File: config.mk
export PLATFORM = sky130hd
export DESIGN_NAME = isc_timing
export DESIGN_NICKNAME = d
export VERILOG_FILES = /design/src/design/isc_pkg.sv /design/src/design/isc_state_timer.sv /design/src/design/isc_timing.sv
export VERILOG_INCLUDE_DIRS = /design/src /design/src/design
export SDC_FILE = /design/constraint.sdc
export NUM_CORES = 1
export LEC_CHECK = 0
export CAP_MARGIN = 20
export CELL_PAD_IN_SITES_DETAIL_PLACEMENT = 0
export CELL_PAD_IN_SITES_GLOBAL_PLACEMENT = 1
export CORE_ASPECT_RATIO = 1.75
export CORE_UTILIZATION = 47
export DETAILED_ROUTE_END_ITERATION = 8
export DONT_BUFFER_PORTS = 1
export PLACE_DENSITY_LB_ADDON = 0.08
export SYNTH_ARGS = -nofsm -noshare
export SYNTH_HDL_FRONTEND = slang
export SYNTH_SLANG_ARGS = --single-unit
File: constraint.sdc
create_clock -name CLK -period 3.9 [get_ports CLK]
set_input_delay 0.39 -clock CLK [delete_from_list [all_inputs] [get_ports CLK]]
set_output_delay 0.39 -clock CLK [all_outputs]
set_load 0.01 [all_outputs]
File: src/design/isc_defines.svh
// constants for the instruction state count block
`ifndef ISC_DEFINES_SVH
`define ISC_DEFINES_SVH

// ----------------------------------------------------------------
// widths
// ----------------------------------------------------------------
`define ISC_CNT_W 8
`define ISC_ELAPSED_W 10
`define ISC_CLASS_W 4
`define ISC_MODE_W 4

// ----------------------------------------------------------------
// base state counts (register, memory, immediate forms)
// ----------------------------------------------------------------
`define ISC_ALU_RN 8'h02
`define ISC_ALU_MEM 8'h05
`define ISC_ALU_IMM8 8'h03
`define ISC_ALU_IMM16 8'h04
`define ISC_ADDQ_RN 8'h02
`define ISC_ADDQ_MEM 8'h07
`define ISC_ADDS_RN 8'h03
`define ISC_ANDC_IMM8 8'h05
`define ISC_ANDC_IMM16 8'h09
`define ISC_BMOD_RN 8'h04
`define ISC_BMOD_MEM 8'h07
`define ISC_BTST_RN 8'h03
`define ISC_CMPI8_MEM 8'h06
`define ISC_CMPI16_MEM 8'h07
// long-displacement, post-increment and 16-bit absolute forms cost one more
`define ISC_LONG_EA_EXTRA 8'h01

// ----------------------------------------------------------------
// operand bytes and fetch parameters
// ----------------------------------------------------------------
`define ISC_I_BYTE 3'h1
`define ISC_I_WORD 3'h2
`define ISC_I_RMW_BYTE 3'h2
`define ISC_I_RMW_WORD 3'h4
`define ISC_I_NONE 3'h0
`define ISC_JK_ONE 2'h1
`define ISC_JK_TWO 2'h2
`define ISC_JK_THREE 2'h3

`endif

File: src/design/isc_pkg.sv
// types for the instruction state count block
package isc_pkg;

	// ----------------------------------------------------------------
	// instruction timing classes and addressing modes
	// ----------------------------------------------------------------
	typedef enum logic [3:0] {
		ISC_CL_ALU,    // general add, add-extend, and, compare
		ISC_CL_ADDQ,
		ISC_CL_ADDS,
		ISC_CL_ANDC,
		ISC_CL_BMOD,   // bit set, clear, invert
		ISC_CL_BTST,
		ISC_CL_CLR,
		ISC_CL_CMPI8,  // compare immediate byte with memory
		ISC_CL_CMPI16
	} isc_class_t;

	typedef enum logic [3:0] {
		ISC_M_RN,
		ISC_M_IND,
		ISC_M_D8,
		ISC_M_D16,
		ISC_M_PREDEC,
		ISC_M_POSTINC,
		ISC_M_ABS8,
		ISC_M_ABS16,
		ISC_M_IMM8,
		ISC_M_IMM16
	} isc_mode_t;

	typedef enum logic {
		ISC_T_IDLE,
		ISC_T_RUN
	} isc_tstate_t;

endpackage : isc_pkg

File: src/design/isc_state_timer.sv
// state timer: runs one instruction for its computed states plus waits
`timescale 1ns/1ps
`include "isc_defines.svh"

module isc_state_timer #(
	parameter int CW = `ISC_CNT_W,
	parameter int EW = `ISC_ELAPSED_W
) (
	input wire logic clk,
	input wire logic rst,
	input wire logic ce,
	input wire logic load,
	input wire logic [CW-1:0] load_count,
	input wire logic wait_req,
	output logic busy,
	output logic done,
	output logic [EW-1:0] elapsed
);

	isc_pkg::isc_tstate_t state_q;
	isc_pkg::isc_tstate_t state_d;
	logic [CW-1:0] remain_q;
	logic [CW-1:0] remain_d;
	logic [EW-1:0] elapsed_q;
	logic [EW-1:0] elapsed_d;
	logic done_q;
	logic done_d;

	wire running = (state_q == isc_pkg::ISC_T_RUN);
	// a wait cycle holds the remaining count, so it lengthens the instruction
	wire last_state = running && !wait_req && (remain_q == CW'(1));

	always_comb begin
		state_d = state_q;
		remain_d = remain_q;
		elapsed_d = elapsed_q;
		done_d = 1'b0;
		case (state_q)
			isc_pkg::ISC_T_IDLE: begin
				if (load) begin
					state_d = isc_pkg::ISC_T_RUN;
					remain_d = load_count;
					elapsed_d = '0;
				end
			end
			isc_pkg::ISC_T_RUN: begin
				elapsed_d = elapsed_q + EW'(1);
				if (!wait_req) begin
					remain_d = remain_q - CW'(1);
				end
				if (last_state) begin
					state_d = isc_pkg::ISC_T_IDLE;
					done_d = 1'b1;
				end
			end
			default: begin
				state_d = isc_pkg::ISC_T_IDLE;
			end
		endcase
	end

	always_ff @(posedge clk) begin
		if (rst) begin
			state_q <= isc_pkg::ISC_T_IDLE;
			remain_q <= '0;
			elapsed_q <= '0;
			done_q <= 1'b0;
		end else if (ce) begin
			state_q <= state_d;
			remain_q <= remain_d;
			elapsed_q <= elapsed_d;
			done_q <= done_d;
		end
	end

	assign busy = running;
	assign done = done_q;
	assign elapsed = elapsed_q;

endmodule : isc_state_timer

File: src/design/isc_timing.sv
// instruction state count: base count per mode plus access, alignment and wait additions
// How it works
// RQ1: fixed base states per instruction and mode
// RQ2: on-chip fetch, off-memory byte operand adds I
// RQ3: on-chip fetch, off-memory word operand adds 2I
// RQ4: external fetch adds 2(J+K) plus operand bytes
// RQ5: on-chip fetch adds even or odd adjustment
// RQ6: external wait cycles lengthen the instruction
// RQ7: I equals operand bytes read and written
// RQ8: no I means no memory operand
// RQ9: unusable modes have no count, flagged illegal
// RQ10: total is base plus additions, once each
`timescale 1ns/1ps
`include "isc_defines.svh"

module isc_timing #(
	parameter int CW = `ISC_CNT_W,
	parameter int EW = `ISC_ELAPSED_W
) (
	input wire logic CLK,
	input wire logic RST,
	input wire logic CE,
	input wire logic START,
	input wire logic [3:0] OP_CLASS,
	input wire logic OP_WORD,
	input wire logic [3:0] ADDR_MODE,
	input wire logic FETCH_EXT,
	input wire logic OPND_OFFMEM,
	input wire logic START_ODD,
	input wire logic [1:0] ADJ_EVEN,
	input wire logic [1:0] ADJ_ODD,
	input wire logic WAIT_REQ,
	output logic CALC_VALID,
	output logic CALC_ILLEGAL,
	output logic [CW-1:0] STATE_COUNT,
	output logic BUSY,
	output logic DONE,
	output logic [EW-1:0] ELAPSED
);

	// ----------------------------------------------------------------
	// lookup functions
	// ----------------------------------------------------------------

	// memory forms: everything but register direct and immediate
	function automatic logic is_mem(input isc_pkg::isc_mode_t m);
		is_mem = (m != isc_pkg::ISC_M_RN) && (m != isc_pkg::ISC_M_IMM8) &&
			(m != isc_pkg::ISC_M_IMM16);
	endfunction : is_mem

	// returns {usable, base states}
	function automatic logic [8:0] base_lookup(input isc_pkg::isc_class_t c,
		input logic w, input isc_pkg::isc_mode_t m);
		logic [7:0] rn;
		logic [7:0] mem;
		logic [7:0] i8;
		logic [7:0] i16;
		logic rn_ok;
		logic mem_ok;
		logic imm_ok;
		logic [8:0] res;
		rn = `ISC_ALU_RN;
		mem = `ISC_ALU_MEM;
		i8 = `ISC_ALU_IMM8;
		i16 = `ISC_ALU_IMM16;
		rn_ok = 1'b1;
		mem_ok = 1'b1;
		imm_ok = 1'b1;
		case (c)
			isc_pkg::ISC_CL_ALU: begin
			end
			isc_pkg::ISC_CL_ADDQ: begin
				rn = `ISC_ADDQ_RN;
				mem = `ISC_ADDQ_MEM;
				imm_ok = 1'b0;
			end
			isc_pkg::ISC_CL_ADDS: begin
				rn = `ISC_ADDS_RN;
			end
			isc_pkg::ISC_CL_ANDC: begin
				i8 = `ISC_ANDC_IMM8;
				i16 = `ISC_ANDC_IMM16;
				rn_ok = 1'b0;
				mem_ok = 1'b0;
			end
			isc_pkg::ISC_CL_BMOD: begin
				rn = `ISC_BMOD_RN;
				mem = `ISC_BMOD_MEM;
				imm_ok = 1'b0;
			end
			isc_pkg::ISC_CL_BTST: begin
				rn = `ISC_BTST_RN;
				imm_ok = 1'b0;
			end
			isc_pkg::ISC_CL_CLR: begin
				imm_ok = 1'b0;
			end
			isc_pkg::ISC_CL_CMPI8: begin
				mem = `ISC_CMPI8_MEM;
				rn_ok = 1'b0;
				imm_ok = 1'b0;
			end
			isc_pkg::ISC_CL_CMPI16: begin
				mem = `ISC_CMPI16_MEM;
				rn_ok = 1'b0;
				imm_ok = 1'b0;
			end
			default: begin
				rn_ok = 1'b0;
				mem_ok = 1'b0;
				imm_ok = 1'b0;
			end
		endcase
		case (m)
			isc_pkg::ISC_M_RN: res = {rn_ok, rn};
			isc_pkg::ISC_M_IND, isc_pkg::ISC_M_D8, isc_pkg::ISC_M_PREDEC,
			isc_pkg::ISC_M_ABS8: res = {mem_ok, mem};
			isc_pkg::ISC_M_D16, isc_pkg::ISC_M_POSTINC,
			isc_pkg::ISC_M_ABS16: res = {mem_ok, mem + `ISC_LONG_EA_EXTRA};
			// short immediate only for byte size, long immediate only for word size
			isc_pkg::ISC_M_IMM8: res = {imm_ok & ~w, i8};
			isc_pkg::ISC_M_IMM16: res = {imm_ok & w, i16};
			default: res = 9'h000;
		endcase
		base_lookup = res;
	endfunction : base_lookup

	// operand bytes read plus written when the operand sits in memory
	function automatic logic [2:0] i_lookup(input isc_pkg::isc_class_t c, input logic w);
		case (c)
			isc_pkg::ISC_CL_ADDQ, isc_pkg::ISC_CL_BMOD:
				i_lookup = w ? `ISC_I_RMW_WORD : `ISC_I_RMW_BYTE; // RQ7
			isc_pkg::ISC_CL_ANDC: i_lookup = `ISC_I_NONE;
			isc_pkg::ISC_CL_CMPI8: i_lookup = `ISC_I_BYTE;
			isc_pkg::ISC_CL_CMPI16: i_lookup = `ISC_I_WORD;
			default: i_lookup = w ? `ISC_I_WORD : `ISC_I_BYTE; // RQ7
		endcase
	endfunction : i_lookup

	// sum of the per-instruction fetch parameters
	function automatic logic [1:0] jk_lookup(input isc_pkg::isc_class_t c);
		case (c)
			isc_pkg::ISC_CL_CMPI8: jk_lookup = `ISC_JK_TWO;
			isc_pkg::ISC_CL_CMPI16: jk_lookup = `ISC_JK_THREE;
			default: jk_lookup = `ISC_JK_ONE;
		endcase
	endfunction : jk_lookup

	// ----------------------------------------------------------------
	// count arithmetic
	// ----------------------------------------------------------------
	wire isc_pkg::isc_class_t cls = isc_pkg::isc_class_t'(OP_CLASS);
	wire isc_pkg::isc_mode_t mode = isc_pkg::isc_mode_t'(ADDR_MODE);
	wire [8:0] base_ent = base_lookup(cls, OP_WORD, mode); // RQ1
	wire [7:0] base_cnt = base_ent[7:0];
	wire mode_ok = base_ent[8]; // RQ9
	wire [2:0] i_cnt = i_lookup(cls, OP_WORD);
	wire [1:0] jk_cnt = jk_lookup(cls);
	wire mem_opnd = is_mem(mode);
	// a memory form of an instruction with no operand bytes is refused
	wire no_mem_allowed = mem_opnd && (i_cnt == `ISC_I_NONE); // RQ8
	wire illegal = !mode_ok || no_mem_allowed; // RQ9

	// off-memory operand: once for byte, twice for word
	wire [7:0] opnd_add = (mem_opnd && OPND_OFFMEM) ?
		(OP_WORD ? {4'h0, i_cnt, 1'b0} : {5'h00, i_cnt}) : 8'h00; // RQ2 RQ3 RQ4
	wire [7:0] fetch_add = FETCH_EXT ? {5'h00, jk_cnt, 1'b0} : 8'h00; // RQ4
	// alignment only matters for on-chip fetch; the decoder supplies both values
	wire [7:0] align_add = FETCH_EXT ? 8'h00 :
		{6'h00, (START_ODD ? ADJ_ODD : ADJ_EVEN)}; // RQ5
	wire [7:0] total = base_cnt + opnd_add + fetch_add + align_add; // RQ10

	// ----------------------------------------------------------------
	// request acceptance and result registers
	// ----------------------------------------------------------------
	logic timer_busy;
	// a start while an instruction is still running is dropped, not queued
	wire take = START && !timer_busy;
	wire launch = take && !illegal;

	logic valid_q;
	logic illegal_q;
	logic [CW-1:0] count_q;

	always_ff @(posedge CLK) begin
		if (RST) begin
			valid_q <= 1'b0;
			illegal_q <= 1'b0;
			count_q <= '0;
		end else if (CE) begin
			valid_q <= take;
			if (take) begin
				illegal_q <= illegal;
				count_q <= illegal ? '0 : CW'(total);
			end
		end
	end

	// ----------------------------------------------------------------
	// execution timer, extended by external wait cycles
	// ----------------------------------------------------------------
	isc_state_timer #(
		.CW(CW),
		.EW(EW)
	) u_timer (
		.clk(CLK),
		.rst(RST),
		.ce(CE),
		.load(launch),
		.load_count(CW'(total)), // RQ10
		.wait_req(WAIT_REQ), // RQ6
		.busy(timer_busy),
		.done(DONE),
		.elapsed(ELAPSED)
	);

	assign CALC_VALID = valid_q;
	assign CALC_ILLEGAL = illegal_q;
	assign STATE_COUNT = count_q;
	assign BUSY = timer_busy;

endmodule : isc_timing

==> out/results.ini, run 1 <==
[status]
run_status = completed

[global_routing]
overflow = 0
grt_start_max_net_pins = 29
grt_pass1_wl_mm = 8.74
antenna_found_initial = 0
grt_pass1_vias = 1949
grtUsageTotal_pct = 22.8

[timing]
whs_ps = 156
period_needed_ps = 3060
period_share_pct = 78.5
slew_headroom_pct = 48.1
setup_slack_ps = 840
worstMarginPinSlew_ps = 778
final-hold-violation-count = 0
fmax_ghz = 0.327
slew_viol_final = 0
fin_setup_tns_ps = 0
finalSetupViolCount = 0
fin_skew_ps = 6.86
rsz0062_at_grt = false

[worst_setup_path]
crit_fanout = 13
crit_arrival_ps = 3270
cp.required_ps = 4110
r2r_cells = 5
end_kind = flip-flop
timing.rr.start = u_timer.busy$_SDFFE_PP0P_
path_class = input port to flip-flop
r2r_end = u_timer.remain_q[6]$_SDFFE_PP0P_
ff2ff_setup_slack_ps = 1630
cp-start-kind = input port

[cts]
clock-sinks = 28
clockRootBuffer = clkbuf_8
cts.clk_slew.worst_paths_ps = 100
cts_hold_buf = 0
numCtsBuffers = 3
cts_tree = built
insertion_delay_ps = 280
post-cts-setup-buffers = 0
cts.htree.levels = 1
cts_resized = 0
clk_path_buf_depth = 2

[placement]
io_buffers = 0
gp_congestion = 0.799
dp_slack_ps = 580
hpwlAfterDp_mm = 4.18

[power]
ir_worst_vdd_mv = 0.256
p_total_uw = 669
p_leak_nw = 0.786
p_per_area_nw_per_um2 = 289

[logic_synthesis]
ys_ff_latch = 28
synthCells = 290
synth_top_area_share_pct = 24.7
synth_area_um2 = 2270
avgSynthCellArea_um2 = 7.83
ys_warn_count = 0
seq_area_frac_synth_pct = 24.7
yosysTopAreaCell = dfxtp_1
ys_async_sr_fraction_pct = 0
synth_edf_count = 0
ys.flop_type = dfxtp_1
synth_area_leaders = dfxtp_1 (25%), nand2_1 (6.4%), a21oi_1 (5.1%)
synthDistinctLibCells = 63

[floorplan]
die_height_um = 93.9
die_w_um = 54.5
num_rows = 33
core_area_um2 = 4670
die_area_um2 = 5120
initial_utilization_pct = 48.6
ioPinCount = 43

[routing]
wl_per_cell_um = 17.1
routed_via_density = 6.16
wl_mm = 5.64
drtIter0Drc = 33
route.detailed.drc = 0
drt_pass1_iterations = 4
antenna_left = 0
vias = 2028

[run]
cap_viol_max_count = 0

[layout]
final_common_cell = nand2_1
finish.utilization_pct = 49.6
nets = 310
final_layout_size_suffix_gt1_share_pct = 9.75
final_cell_mix = nand2_1 (39), dfxtp_1 (28), a21oi_1 (23)
antennaDiodeCount = 0
syn2layout_area_growth_pct = 1.87

[worst_hold_path]
holdPathStages = 1
min_from = RST
holdPathEnd = u_timer.remain_q[3]$_SDFFE_PP0P_
min_path_type = input port to flip-flop

## how the worst max path moves through the flow
stage	start	to	slack (ps)	cells past startpoint
6_report	OP_CLASS[0]	STATE_COUNT[4]$_SDFFE_PP0P_	840	12
5_1_grt	ADDR_MODE[1]	STATE_COUNT[3]$_SDFFE_PP0P_	610	12
4_1_cts	OP_CLASS[0]	STATE_COUNT[4]$_SDFFE_PP0P_	850	12
3_5_place_dp	OP_CLASS[0]	STATE_COUNT[4]$_SDFFE_PP0P_	580	12
3_3_place_gp	OP_CLASS[0]	u_timer.remain_q[4]$_SDFFE_PP0P_	600	12
2_1_floorplan	OP_CLASS[0]	u_timer.remain_q[4]$_SDFFE_PP0P_	760	14
## cell families after synthesis
| group | synth area share (%) |
|---|---|
| buffers and inverters | 7.11 |
| and+or+nand+nor | 29.1 |
| AOI/OAI and AO/OA | 26.8 |
| other | 0.165 |
| xor gates and xnor gates | 1.93 |
| muxes | 2.81 |
| adders and majority gates | 7.39 |
| DFF | 24.7 |
## metrics by stage
stage,instances,area (µm²)
floorplan,291,2270
global placement,325,2240
detailed placement,325,2240
CTS,329,2310
global route,329,2310
finish,329,2310
## power breakdown
part,switching (mW),internal [mW]
registers,0.0101,0.293
clock network,0.0965,0.138
logic,0.0755,0.0564
## routing by layer
metal / track usage [%] / vias up / wire length [µm]
met3: 2.75 / 6 / 206
met5: 0 / - / 0
met1: 25.4 / 956 / 2280
li1: - / 1033 / -
met4: 5.77 / 0 / 85
met2: 42.8 / 33 / 3070
## sequential cells by signal, indices dropped and copies added (netlist names)
register and cells:
CALC_ILLEGAL 1, CALC_VALID 1, STATE_COUNT 6, u_timer.busy 1
u_timer.done 1, u_timer.elapsed 10, u_timer.remain_q 8
## critical path: stages
cell and delay, ps:
xor2_1 140, o211ai_1 430, o21ai_0 170, a211o_1 340, fa_1 540, inv_1 70
fa_1 450, a21o_1 190, a21oi_1 170, xnor2_1 130, o21ai_1 90, a21oi_1 160
## Yosys cell counts (4+ instances only)
library cell	instances
nor4_1	4
nand2b_1	7
dfxtp_1	28
a31oi_1	10
nor3_1	6
o21ai_0	15
nand3_1	14
nor2_1	11
nand2_1	39
fa_1	4
ha_1	7
inv_1	13
nor2b_1	6
clkbuf_1	9
nand4_1	11
a21oi_1	23
buf_4	5
## area by class of cell
class / count / area, µm²
Fill cell: 488 / 2350
Multi-Input combinational cell: 230 / 1550
Sequential cell: 28 / 561
Tap cell: 52 / 65.1
Inverter: 13 / 48.8
Clock buffer: 3 / 41.3
Clock inverter: 1 / 30.0
Timing Repair Buffer: 2 / 15.0
Power figures use the tool's default switching activity.
==> run 2, diff against run 1 <==
CORE_UTILIZATION = 42   (was 47)
clock period = 2.81 ns   (was 3.9 ns; I/O delays follow)
==> run 2 against run 1 <==
First-iteration DRC count increased to 3.0 times the previous value. Clock skew down 4.4 ps. Sequential cell count unchanged. Setup slack lost 630 ps. The run now ends with design-rule violations left. Via count is 2.9% higher. Combinational power rose by 58%. Clock power is 38% higher. Critical path depth unchanged. Routed wire length is 5.4% higher. Critical endpoint is now u_timer.remain_q[3]$_SDFFE_PP0P_.
==> out/results.ini, run 2 (synthesis gave the netlist of run 1 again) <==
[floorplan]
num_rows = 35
die_area_um2 = 5710
initial_utilization_pct = 43.6
core_area_um2 = 5210
ioPinCount = 43
die_w_um = 57.6
die_height_um = 99.2

[routing]
routed_via_density = 6.06
wl_per_cell_um = 17.3
wl_mm = 5.95
antenna_left = 0
vias = 2086
route.detailed.drc = 4
drtIter0Drc = 98
drt_pass1_iterations = 6

[worst_setup_path]
cpMostUsedCell = a31oi_1
cp.required_ps = 3020
cpMaxStageDelayCell = fa_1
path_class = input port to flip-flop
crit_arrival_ps = 2810
crit_fanout = 5
cp-start-kind = input port
end_kind = flip-flop
path_buf_inv = 1
worstPathCellList = nor2_1, o21ai_0, a222oi_1, a31oi_1, fa_1, inv_1, ha_1, a21oi_1, o22ai_1, a31oi_1, o21ai_1, a41oi_2
critical-path-top-delay-family = compound AO/OA/AOI/OAI gates
slowest_delay_ps = 540

[cts]
numCtsBuffers = 3
post-cts-setup-buffers = 0
cts.clk_slew.worst_paths_ps = 100
cts_resized = 0
clockRootBuffer = clkbuf_8
insertion_delay_ps = 280
clock-sinks = 28
cts_tree = built
cts_hold_buf = 0
clk_path_buf_depth = 2
cts.htree.levels = 1

[layout]
antennaDiodeCount = 0
nets = 322
final_layout_size_suffix_gt1_share_pct = 14.9
largest_reg_flops = 10
final_cell_mix = nand2_1 (39), dfxtp_1 (28), a21oi_1 (22)
final_common_cell = nand2_1
fin_cells = 344
syn2layout_area_growth_pct = 6.51

[timing]
fmax_ghz = 0.385
finalSetupViolCount = 0
rsz0062_at_grt = false
fin_skew_ps = 2.48
final-hold-violation-count = 0
slew_viol_final = 0
worstMarginPinSlew_ps = 790
slew_headroom_pct = 47.4
setup_slack_ps = 212
period_needed_ps = 2600
period_share_pct = 92.5

[run]
cap_viol_max_count = 0

[placement]
dp_cells = 340
io_buffers = 0
dp_slack_ps = -88.1
hpwlAfterDp_mm = 4.46
gp_congestion = 0.771

[power]
p_leak_nw = 0.845
p_per_area_nw_per_um2 = 393
p_total_uw = 949
ir_worst_vdd_mv = 0.258

[global_routing]
antenna_found_initial = 0
grt_start_max_net_pins = 29
grt_pass1_vias = 1984
grt_pass1_wl_mm = 9.60
overflow = 0
grtUsageTotal_pct = 21.5

[worst_hold_path]
min_path_type = input port to flip-flop

[status]
violations = design-rule violations
run_status = finished, violations left

run 2: cell count changes in the layout (fill, tap and decap cells not counted), sizes merged:
cell  previous run  this run
buf              2        14
run 2: final cells by class:
| cell class | count | area [µm²] |
|---|---|---|
| inverters | 13 | 48.8 |
| multi-input cells | 230 | 1560 |
| clock inverters | 1 | 30.0 |
| well taps | 55 | 68.8 |
| clock buffers | 3 | 41.3 |
| flip-flops and latches | 28 | 561 |
| repair buffers | 14 | 105 |
| fillers | 536 | 2790 |
run 2: final timing paths:
| kind | start | end | slack [ps] | depth (start not counted) |
|---|---|---|---|---|
| min reg2reg | STATE_COUNT[1]$_SDFFE_PP0P_ | STATE_COUNT[1]$_SDFFE_PP0P_ | 500 | 2 |
| max | ADDR_MODE[1] | u_timer.remain_q[3]$_SDFFE_PP0P_ | 210 | 12 |
| min | RST | STATE_COUNT[1]$_SDFFE_PP0P_ | 60 | 1 |
| max reg2reg | u_timer.busy$_SDFFE_PP0P_ | u_timer.remain_q[5]$_SDFFE_PP0P_ | 970 | 6 |
run 2: where the power goes:
group          total, mW  internal (mW)  switching, mW
Sequential         0.417          0.406         0.0111
Combinational      0.209         0.0968          0.113
Clock              0.322          0.191          0.131
run 2: metal layers:
metal	GRT usage (%)	wire [µm]	vias up
met4	6.38	70	0
met5	0	0	-
li1	-	-	1058
met1	24.2	2330	982
met3	2.34	166	4
met2	40.8	3380	42
run 2: stage by stage:
step	hold slack, ps	setup TNS [ps]	utilization, %	instance area [µm²]
after floorplan	476	0	-	2290
after global placement	349	-338	45.0	2350
after detailed placement	352	-445	45.0	2350
after CTS	43.9	0	46.4	2420
after global routing	32.2	0	46.4	2420
final	56.3	0	46.4	2420
